File: src/design/modem_ctrl_regs.svh
// register offsets, field positions, reset values and timing counts of the
// modem control block; definitions only
`ifndef MODEM_CTRL_REGS_SVH
`define MODEM_CTRL_REGS_SVH
// word index of each register; byte address is four times the index
`define IDX_POWER_ENABLE 8'h37
`define IDX_TEST_BUS_SEL 8'h38
`define IDX_FILTER_PWR_OFF 8'h39
`define IDX_BURST_LEN_HIGH 8'h3a
`define IDX_LOOPBACK_OVL 8'h3b
`define IDX_TX_MODE 8'h40
`define IDX_BURST_LEN_LOW 8'h2e
`define IDX_STATUS 8'h3c
`define IDX_TX_TIMING 8'h3d
// field positions
`define BIT_TX_ENABLE 1
`define BIT_RX_ENABLE 2
`define BIT_BB_LOOP 0
`define BIT_IF_LOOP 1
`define OVL_LSB 2
`define BIT_TX_BPSK 0
// reset values
`define RST_CTRL 8'h00
`define RST_BURST 16'h0003
`define RST_CHIP_DIV 6'h01
`define RST_CHIPS_SYM 6'h0f
// receiver disable reset length in receive clock cycles
`define RX_RESET_CYCLES 3'd6
`endif

File: src/design/modem_ctrl_pkg.sv
// types shared by the modem control block
package modem_ctrl_pkg;
  typedef enum logic [2:0] {
    RX_OFF = 3'b001,
    RX_ACQ = 3'b010,
    RX_DATA = 3'b100
  } rx_state_t;
  typedef enum logic [2:0] {
    TX_IDLE = 3'b001,
    TX_PREAMBLE = 3'b010,
    TX_DATA = 3'b100
  } tx_state_t;
  typedef struct packed {
    logic [7:0] i;
    logic [7:0] q;
  } iq_sample_t;
endpackage

File: src/design/burst_modem_rx_tx_control.sv
// control register group of a spread spectrum burst modem, with rx enable
// handling, test bus mux, filter power saving, burst length, loopbacks,
// rx overlay generator and tx data request handshake.
// assumes one clock for bus, receive and transmit paths; pins are async.
// Operation
// - rx disable powers down; enable restarts acquisition
// - rx activity is register bit OR pin
// - disable starts six cycle datapath reset
// - datapath reset clears test bus select
// - four-bit select routes sixteen test points
// - seven power bits switch nine-tap sections
// - acquisition keeps all taps powered
// - tap zero powered whenever rx active
// - burst length sixteen bits, symbols equal value-1
// - exceeding burst count returns to acquisition
// - baseband loopback feeds tx baseband to filter
// - if loopback feeds tx if into rx i
// - overlay select decodes off, 63, 511, 1023
// - overlay removed one bit per symbol
// - overlay generator reset at burst start
// - tx mode bit: low qpsk, high bpsk
// - bpsk request one chip before symbol end
// - qpsk requests before mid and end
// - request drops after latching edge
// - requests repeat while transmit enable high
// - tx enable rise sends preamble then data
//
// Register access over Wishbone was left to the implementer.
`timescale 1ns/10ps
`include "modem_ctrl_regs.svh"
module burst_modem_rx_tx_control
  import modem_ctrl_pkg::*;
#(
  parameter int ADDR_W = 10
) (
  // clock and reset
  input wire logic clk_i,
  input wire logic rst_i,
  // wishbone slave
  input wire logic cyc_i,
  input wire logic stb_i,
  input wire logic we_i,
  input wire logic [ADDR_W-1:0] adr_i,
  input wire logic [3:0] sel_i,
  input wire logic [31:0] dat_i,
  output logic [31:0] dat_o,
  output logic ack_o,
  // receive side
  input wire logic external_receive_enable_i,
  input wire logic acq_detect_i,
  input wire logic symbol_strobe_i,
  input wire logic rx_symbol_bit_i,
  input wire iq_sample_t rx_if_in_i,
  input wire iq_sample_t mf_in_i,
  input wire logic [7:0] test_point_i [16],
  output iq_sample_t mf_feed_o,
  output logic [7:0] rx_i_sample_in_o,
  output logic [7:0] receive_test_bus_o,
  output logic [63:0] tap_power_o,
  output logic rx_active_o,
  output logic rx_datapath_reset_o,
  output logic rx_acquisition_o,
  output logic rx_data_bit_o,
  // transmit side
  input wire logic external_transmit_enable_i,
  input wire logic tx_i_baseband_i,
  input wire logic tx_q_baseband_i,
  input wire logic [7:0] tx_if_sample_out_i,
  input wire logic tx_serial_data_in_i,
  output logic tx_data_request_o,
  output logic tx_bit_o,
  output logic tx_bit_valid_o,
  output logic tx_bpsk_o,
  output logic tx_preamble_o
);
  localparam logic [ADDR_W-1:0] A_PWR = ADDR_W'({`IDX_POWER_ENABLE, 2'b00});
  localparam logic [ADDR_W-1:0] A_TSEL = ADDR_W'({`IDX_TEST_BUS_SEL, 2'b00});
  localparam logic [ADDR_W-1:0] A_FPO = ADDR_W'({`IDX_FILTER_PWR_OFF, 2'b00});
  localparam logic [ADDR_W-1:0] A_BLH = ADDR_W'({`IDX_BURST_LEN_HIGH, 2'b00});
  localparam logic [ADDR_W-1:0] A_BLL = ADDR_W'({`IDX_BURST_LEN_LOW, 2'b00});
  localparam logic [ADDR_W-1:0] A_LOV = ADDR_W'({`IDX_LOOPBACK_OVL, 2'b00});
  localparam logic [ADDR_W-1:0] A_TXM = ADDR_W'({`IDX_TX_MODE, 2'b00});
  localparam logic [ADDR_W-1:0] A_STAT = ADDR_W'({`IDX_STATUS, 2'b00});
  localparam logic [ADDR_W-1:0] A_TTIM = ADDR_W'({`IDX_TX_TIMING, 2'b00});

  // overlay lfsr step for the selected length
  function automatic logic [9:0] ovl_step(input logic [1:0] sel, input logic [9:0] s);
    logic fb;
    fb = 1'b0;
    case (sel)
      2'd1: fb = s[5] ^ s[4] ^ s[2] ^ s[1];
      2'd2: fb = s[8] ^ s[4] ^ s[2] ^ s[1];
      2'd3: fb = s[9] ^ s[4] ^ s[2] ^ s[1];
      default: fb = 1'b0;
    endcase
    return {s[8:0], fb};
  endfunction

  // pin synchronisers
  logic rxen_s1_reg, rxen_s2_reg, txen_s1_reg, txen_s2_reg, txd_s1_reg, txd_s2_reg;
  always_ff @(posedge clk_i) begin
    rxen_s1_reg <= external_receive_enable_i;
    rxen_s2_reg <= rxen_s1_reg;
    txen_s1_reg <= external_transmit_enable_i;
    txen_s2_reg <= txen_s1_reg;
    txd_s1_reg <= tx_serial_data_in_i;
    txd_s2_reg <= txd_s1_reg;
  end

  // registers
  logic [7:0] pwr_reg, tsel_reg, fpo_reg, blh_reg, bll_reg, lov_reg, txm_reg;
  logic [5:0] chip_div_reg, chips_sym_reg;
  logic [2:0] rst_cnt_reg;
  logic rx_eff, rx_eff_d_reg;
  logic wr, rd_hit;
  assign wr = cyc_i & stb_i & we_i & ~ack_o;
  assign rx_eff = pwr_reg[`BIT_RX_ENABLE] | rxen_s2_reg;
  always_ff @(posedge clk_i) begin
    if (rst_i) begin
      pwr_reg <= `RST_CTRL;
      fpo_reg <= `RST_CTRL;
      blh_reg <= 8'(`RST_BURST >> 8);
      bll_reg <= 8'(`RST_BURST);
      lov_reg <= `RST_CTRL;
      txm_reg <= `RST_CTRL;
      chip_div_reg <= `RST_CHIP_DIV;
      chips_sym_reg <= `RST_CHIPS_SYM;
    end else if (wr && sel_i[0]) begin
      case (adr_i)
        A_PWR: pwr_reg <= dat_i[7:0];
        A_FPO: fpo_reg <= dat_i[7:0];
        A_BLH: blh_reg <= dat_i[7:0];
        A_BLL: bll_reg <= dat_i[7:0];
        A_LOV: lov_reg <= dat_i[7:0];
        A_TXM: txm_reg <= dat_i[7:0];
        A_TTIM: begin
          chip_div_reg <= dat_i[5:0];
          if (sel_i[1]) begin
            chips_sym_reg <= dat_i[13:8];
          end
        end
        default: ;
      endcase
    end
  end

  // test select, cleared by the receiver disable reset
  always_ff @(posedge clk_i) begin
    if (rst_i) begin
      tsel_reg <= `RST_CTRL;
    end else if (rst_cnt_reg != 3'd0) begin
      tsel_reg <= `RST_CTRL;
    end else if (wr && sel_i[0] && adr_i == A_TSEL) begin
      tsel_reg <= dat_i[7:0];
    end
  end

  // six cycle datapath reset on the fall of effective enable
  always_ff @(posedge clk_i) begin
    if (rst_i) begin
      rx_eff_d_reg <= 1'b0;
      rst_cnt_reg <= 3'd0;
    end else begin
      rx_eff_d_reg <= rx_eff;
      if (rx_eff_d_reg && !rx_eff) begin
        rst_cnt_reg <= `RX_RESET_CYCLES;
      end else if (rst_cnt_reg != 3'd0) begin
        rst_cnt_reg <= rst_cnt_reg - 3'd1;
      end
    end
  end

  // receiver state: off, acquisition, data symbols
  rx_state_t rx_state_reg;
  logic [15:0] sym_cnt_reg;
  logic [15:0] burst_len;
  logic [9:0] ovl_reg;
  logic [1:0] ovl_sel;
  assign burst_len = {blh_reg, bll_reg};
  assign ovl_sel = lov_reg[`OVL_LSB +: 2];
  always_ff @(posedge clk_i) begin
    if (rst_i) begin
      rx_state_reg <= RX_OFF;
      sym_cnt_reg <= 16'h0000;
      ovl_reg <= 10'h3ff;
    end else begin
      case (rx_state_reg)
        RX_OFF: if (rx_eff && rst_cnt_reg == 3'd0) rx_state_reg <= RX_ACQ;
        RX_ACQ: begin
          sym_cnt_reg <= 16'h0000;
          ovl_reg <= 10'h3ff;
          if (acq_detect_i) rx_state_reg <= RX_DATA;
        end
        RX_DATA: begin
          if (symbol_strobe_i) begin
            sym_cnt_reg <= sym_cnt_reg + 16'h0001;
            ovl_reg <= ovl_step(ovl_sel, ovl_reg);
            if (sym_cnt_reg + 16'h0001 > burst_len - 16'h0002) begin
              rx_state_reg <= RX_ACQ;
            end
          end
        end
        default: rx_state_reg <= RX_OFF;
      endcase
      if (!rx_eff) rx_state_reg <= RX_OFF;
    end
  end

  // receive outputs
  always_ff @(posedge clk_i) begin
    if (rst_i) begin
      rx_active_o <= 1'b0;
      rx_datapath_reset_o <= 1'b0;
      rx_acquisition_o <= 1'b0;
      rx_data_bit_o <= 1'b0;
      tap_power_o <= 64'h0000_0000_0000_0000;
      receive_test_bus_o <= 8'h00;
      mf_feed_o <= '0;
      rx_i_sample_in_o <= 8'h00;
    end else begin
      rx_active_o <= rx_eff;
      rx_datapath_reset_o <= (rx_eff_d_reg && !rx_eff) || rst_cnt_reg > 3'd1;
      rx_acquisition_o <= rx_state_reg == RX_ACQ;
      rx_data_bit_o <= rx_symbol_bit_i ^ ((ovl_sel != 2'd0) & ovl_reg[0]);
      tap_power_o[0] <= rx_eff;
      for (int k = 0; k < 7; k++) begin
        tap_power_o[1 + 9 * k +: 9] <= {9{rx_eff & (rx_state_reg != RX_DATA
                                          | !fpo_reg[k])}};
      end
      receive_test_bus_o <= test_point_i[tsel_reg[3:0]];
      if (lov_reg[`BIT_BB_LOOP]) begin
        mf_feed_o.i <= {8{tx_i_baseband_i}};
        mf_feed_o.q <= {8{tx_q_baseband_i}};
      end else begin
        mf_feed_o <= mf_in_i;
      end
      rx_i_sample_in_o <= lov_reg[`BIT_IF_LOOP] ? tx_if_sample_out_i
                                              : rx_if_in_i.i;
    end
  end

  // transmit chip and symbol timing with data request
  tx_state_t tx_state_reg;
  logic tx_on, tx_on_d_reg, chip_tick;
  logic [5:0] div_cnt_reg, chip_cnt_reg;
  logic bpsk, req_point, latch_point;
  logic [6:0] half_sym;
  assign tx_on = pwr_reg[`BIT_TX_ENABLE] | txen_s2_reg;
  assign bpsk = txm_reg[`BIT_TX_BPSK];
  assign chip_tick = div_cnt_reg == 6'd0;
  // chips in the first half of a symbol; mid request sits one chip before
  assign half_sym = ({1'b0, chips_sym_reg} + 7'd1) >> 1;
  // chip_cnt counts down through chips_sym..0; last chip is 0
  assign req_point = chip_tick && tx_state_reg != TX_IDLE && tx_state_reg != TX_PREAMBLE
                     && (chip_cnt_reg == 6'd1
                         || (!bpsk && chip_cnt_reg == half_sym[5:0] + 6'd1));
  assign latch_point = chip_tick && tx_data_request_o;
  always_ff @(posedge clk_i) begin
    if (rst_i) begin
      tx_state_reg <= TX_IDLE;
      tx_on_d_reg <= 1'b0;
      div_cnt_reg <= 6'd0;
      chip_cnt_reg <= 6'd0;
    end else begin
      tx_on_d_reg <= tx_on;
      div_cnt_reg <= chip_tick ? chip_div_reg : div_cnt_reg - 6'd1;
      case (tx_state_reg)
        TX_IDLE: if (tx_on && !tx_on_d_reg) begin
          tx_state_reg <= TX_PREAMBLE;
          chip_cnt_reg <= chips_sym_reg;
        end
        TX_PREAMBLE, TX_DATA: if (chip_tick) begin
          if (chip_cnt_reg == 6'd0) begin
            chip_cnt_reg <= chips_sym_reg;
            tx_state_reg <= TX_DATA;
          end else begin
            chip_cnt_reg <= chip_cnt_reg - 6'd1;
          end
        end
        default: tx_state_reg <= TX_IDLE;
      endcase
      if (!tx_on) tx_state_reg <= TX_IDLE;
    end
  end

  always_ff @(posedge clk_i) begin
    if (rst_i) begin
      tx_data_request_o <= 1'b0;
      tx_bit_o <= 1'b0;
      tx_bit_valid_o <= 1'b0;
      tx_bpsk_o <= 1'b0;
      tx_preamble_o <= 1'b0;
    end else begin
      tx_bit_valid_o <= latch_point;
      if (latch_point) begin
        tx_data_request_o <= 1'b0;
        tx_bit_o <= txd_s2_reg;
      end else if (req_point) begin
        tx_data_request_o <= 1'b1;
      end else if (tx_state_reg == TX_IDLE) begin
        tx_data_request_o <= 1'b0;
      end
      tx_bpsk_o <= bpsk;
      tx_preamble_o <= tx_state_reg == TX_PREAMBLE;
    end
  end

  // status byte for software
  logic [7:0] status;
  assign status[0] = rx_eff;
  assign status[1] = rx_state_reg == RX_ACQ;
  assign status[2] = rx_state_reg == RX_DATA;
  assign status[3] = rst_cnt_reg != 3'd0;
  assign status[4] = tx_state_reg == TX_DATA;
  assign status[5] = tx_state_reg == TX_PREAMBLE;
  assign status[7:6] = 2'b00;

  // wishbone answer, one wait state
  always_comb begin
    rd_hit = 1'b1;
    case (adr_i)
      A_PWR, A_TSEL, A_FPO, A_BLH, A_BLL, A_LOV, A_TXM, A_STAT, A_TTIM: rd_hit = 1'b1;
      default: rd_hit = 1'b0;
    endcase
  end
  always_ff @(posedge clk_i) begin
    if (rst_i) begin
      ack_o <= 1'b0;
      dat_o <= 32'h0000_0000;
    end else begin
      ack_o <= cyc_i & stb_i & ~ack_o;
      dat_o <= 32'h0000_0000;
      if (cyc_i && stb_i && !we_i && rd_hit) begin
        case (adr_i)
          A_PWR: dat_o[7:0] <= pwr_reg;
          A_TSEL: dat_o[7:0] <= tsel_reg;
          A_FPO: dat_o[7:0] <= fpo_reg;
          A_BLH: dat_o[7:0] <= blh_reg;
          A_BLL: dat_o[7:0] <= bll_reg;
          A_LOV: dat_o[7:0] <= lov_reg;
          A_TXM: dat_o[7:0] <= txm_reg;
          A_STAT: dat_o[7:0] <= status;
          A_TTIM: dat_o[15:0] <= {2'b00, chips_sym_reg, 2'b00, chip_div_reg};
          default: dat_o <= 32'h0000_0000;
        endcase
      end
    end
  end
endmodule // burst_modem_rx_tx_control

File: config.mk
export PLATFORM = sky130hd
export DESIGN_NAME = burst_modem_rx_tx_control
export DESIGN_NICKNAME = d
export VERILOG_FILES = /design/src/design/modem_ctrl_pkg.sv /design/src/design/burst_modem_rx_tx_control.sv
export VERILOG_INCLUDE_DIRS = /design/src /design/src/design
export SDC_FILE = /design/constraint.sdc
export NUM_CORES = 1
export LEC_CHECK = 0
export ABC_AREA = 1
export BUFFER_PORTS_ARGS = -buffer_cell sky130_fd_sc_hd__buf_2
export CORE_MARGIN = 2
export CORE_UTILIZATION = 40
export DETAILED_ROUTE_END_ITERATION = 6
export MAX_ROUTING_LAYER = met4
export PLACE_DENSITY_LB_ADDON = 0.2
export SLEW_MARGIN = 20
export SYNTH_ARGS = -nofsm -noshare
export SYNTH_HDL_FRONTEND = slang
export SYNTH_SLANG_ARGS = --single-unit
export TNS_END_PERCENT = 20
File: constraint.sdc
create_clock -name clk_i -period 3.2 [get_ports clk_i]
set_input_delay 0.16 -clock clk_i [delete_from_list [all_inputs] [get_ports clk_i]]
set_output_delay 0.16 -clock clk_i [all_outputs]
set_load 0.02 [all_outputs]
==> impl_metrics.tcl <==
set metrics [dict create \
    status "complete, no violations" \
    cts_root_buffer "clkbuf_16" \
    critical_path_class "register to register" \
    async_reset_ff_frac 0 \
    wl_per_cell_um 15.5 \
    grt_usage 0.242 \
    synthDistinctLibCells 45 \
    path_buf_inv 2 \
    drt-vias-per-instance 5.06 \
    max_stage_delay_ns 0.32 \
    yosysTopAreaCell "dfxtp_1" \
    cts-htree-levels 4 \
    final-hold-violation-count 0 \
    synth_top_area_frac 0.373 \
    r2r.worst_path.cells 16 \
    final_common_cell "buf_2" \
    clock_sinks 185 \
    gr-max-usage-layer "met2" \
    syn_area_sq_um 9930 \
    die_area_sq_um 26100 \
    cts_setup_buffers 0 \
    synth_ff_type "dfxtp_1" \
    worstSetupEndpointType "register" \
    globalRouteMet1Util 0.309 \
    grtUsageMet3 0.0321 \
    synth-edff-count 0 \
    antenna_left 0 \
    setup_tns_ns 0 \
    port_buffers 318 \
    numCtsBuffers 17 \
    grt_setup_unrepaired "false" \
    rows 57 \
    cpMostUsedCell "nand3_1" \
    r2r_end "rx_state_reg[1]" \
    dr.pass1.iters 5 \
    worstPathArrival_ns 3.09 \
    cp_data_required_time_ns 3.53 \
    nNetsFinal 1908 \
    cts_tree "done" \
    cts.clk_slew.worst_paths_ns 0.07 \
    setup_violations 0 \
    start_kind "register" \
    worst_pin_slew_ns 0.744 \
    routabilityCongestion 0.895 \
    grt_max_degree 66 \
    path_max_fanout 4 \
    core_region_area_sq_um 24300 \
    synthToLayoutAreaGrowth_pct 22.8 \
    worst_clock_skew_ns 0.00896 \
    hold_depth 3 \
    leakagePower_uw 0.00575 \
    die_y_um 162 \
    routed_wl_mm 30.8 \
    power_density_nw_per_um2 455 \
    die_w_um 162 \
    grtUsageMet2 0.395 \
    clk_latency_ns 0.44 \
    cpMaxStageDelayCell "ha_1" \
    synth_area_leaders "dfxtp_1, o21ai_0, a21oi_1, nand2_1, buf_4" \
    final_cell_mix "buf_2, dfxtp_1, o21ai_0" \
    ys_seq_area_frac 0.373 \
    post-route-period-util 0.863 \
    io-pin-count 365 \
    max_cap_viol_count 0 \
    syn_avg_cell_area_sq_um 7.18 \
    netlist_instances 1384 \
    yosysWarnings 0 \
    grt_pass1_vias 9488 \
    ys_ff_latch 185 \
    hpwlAfterDp_mm 22.5 \
    min_to "ack_o" \
    r2r_start "bll_reg[1]" \
    clk_path_buf_depth 2 \
    path_cells "inv_1 -> ha_1 -> nand2_1 -> nor3_1 -> nand3_1 -> nor3_1 -> nand3_1 -> xor2_1 -> ha_1 -> nand4_1 -> nor3_1 -> a31oi_1 -> nand2_1 -> nand3_1 -> nand3_1 -> inv_1" \
    critical-path-top-delay-family "simple AND/OR/NAND/NOR gates" \
    vias 10100 \
    power_uw 5540 \
    r2r_slack_ns 0.44 \
    hp-class "input port to register" \
    antenna_found_initial 1 \
    drive_above_1_share 0.238 \
    min_period_ns 2.76 \
    grt_pass1_wl_mm 48.9 \
    initial_core_util 0.408 \
    irDropWorstVdd_v 0.000346 \
    slew_headroom 0.502 \
    drtIter0Drc 735 \
    utilization 0.501 \
    worstHoldStart "stb_i" \
    max_freq_mhz 362 \
    final-max-slew-violation-count 0 \
    drc 0 \
    overflow 0 \
]
[cells by family (layout without fill, tap and decap cells)]
group / after synthesis / count (layout) / synth area share
AO/OA/AOI/OAI: 396 / 396 / 0.220
XOR/XNOR: 35 / 35 / 0.0316
adder cells (fa/ha/maj): 27 / 27 / 0.0340
buffers and inverters: 292 / 558 / 0.146
flip-flops: 185 / 185 / 0.373
other: 1 / 19 / 0.000378
AND/OR/NAND/NOR: 448 / 448 / 0.195
[report_power, final]
part	switching (uW)	total [uW]	internal [uW]
Combinational	634	1030	395
Sequential	73.3	2500	2420
Clock	947	2020	1070
Total	1650	5540	3890
[synth_stat cells (all sizes together) (24+ instances only)]
cell type,instances
dfxtp,185
o21ai,181
nand2,177
nor2,162
inv,154
a21oi,134
buf,96
nand3,66
clkbuf,36
nor3,31
o22ai,31
ha,27
o221ai,25
xor2,24
[worst max path at each step]
| stage | from | to | slack (ns) | cells after the start |
|---|---|---|---|---|
| final | bll_reg[1] | rx_state_reg[1] | 0.44 | 16 |
| after floorplan | bll_reg[1] | rx_state_reg[1] | 0.80 | 16 |
| after global placement | bll_reg[1] | rx_state_reg[1] | 0.50 | 17 |
| after detailed placement | bll_reg[1] | rx_state_reg[1] | 0.46 | 16 |
| after global routing | bll_reg[1] | rx_state_reg[1] | 0.06 | 17 |
| after CTS | bll_reg[1] | rx_state_reg[1] | 0.44 | 16 |
[per-stage QoR]
stage	instances	hold WS [ns]	area, sq um	setup slack [ns]
2_1_floorplan	1401	0.188	9990	0.801
3_3_place_gp	1919	0.263	11200	0.501
3_5_place_dp	1919	0.265	11200	0.464
4_1_cts	1991	0.00197	12200	0.440
5_1_grt	1992	0.00703	12200	0.0639
6_report	1992	0.00852	12200	0.440
[per-layer routing]
metal / part of all wire / up-vias / routed length [um]
met3: 0.063 / 57 / 1950
met5: 0 / - / 0
met4: 0.028 / 0 / 854
li1: - / 5061 / -
met2: 0.47 / 382 / 14500
met1: 0.44 / 4578 / 13500
[area by class of cell]
class                   instances  area, sq um
well taps                     324          405
multi-input cells             924         4840
fillers                      2508        12100
diodes                          1         2.50
flip-flops and latches        185         3700
clock inverters                11         86.3
inverters                     160          606
repair buffers                366         2080
clock buffers                  21          470
[worst register-to-register path, stage by stage, from the launching register on]
cell     delay [ns]
dfxtp_1        0.31
inv_1          0.13
ha_1           0.20
nand2_1        0.11
nor3_1         0.14
nand3_1        0.16
nor3_1         0.25
nand3_1        0.13
xor2_1         0.17
ha_1           0.32
nand4_1        0.18
nor3_1         0.17
a31oi_1        0.10
nand2_1        0.11
nand3_1        0.07
nand3_1        0.07
inv_1          0.04
[repair_timing]
action | in CTS | in global routing
hold buffers | 40 | 0
endpoints found under the hold margin | 32 | 0
setup endpoints to repair | 0 | 0
gates resized for setup | 0 | 0
(Power assumes the default switching activity.)
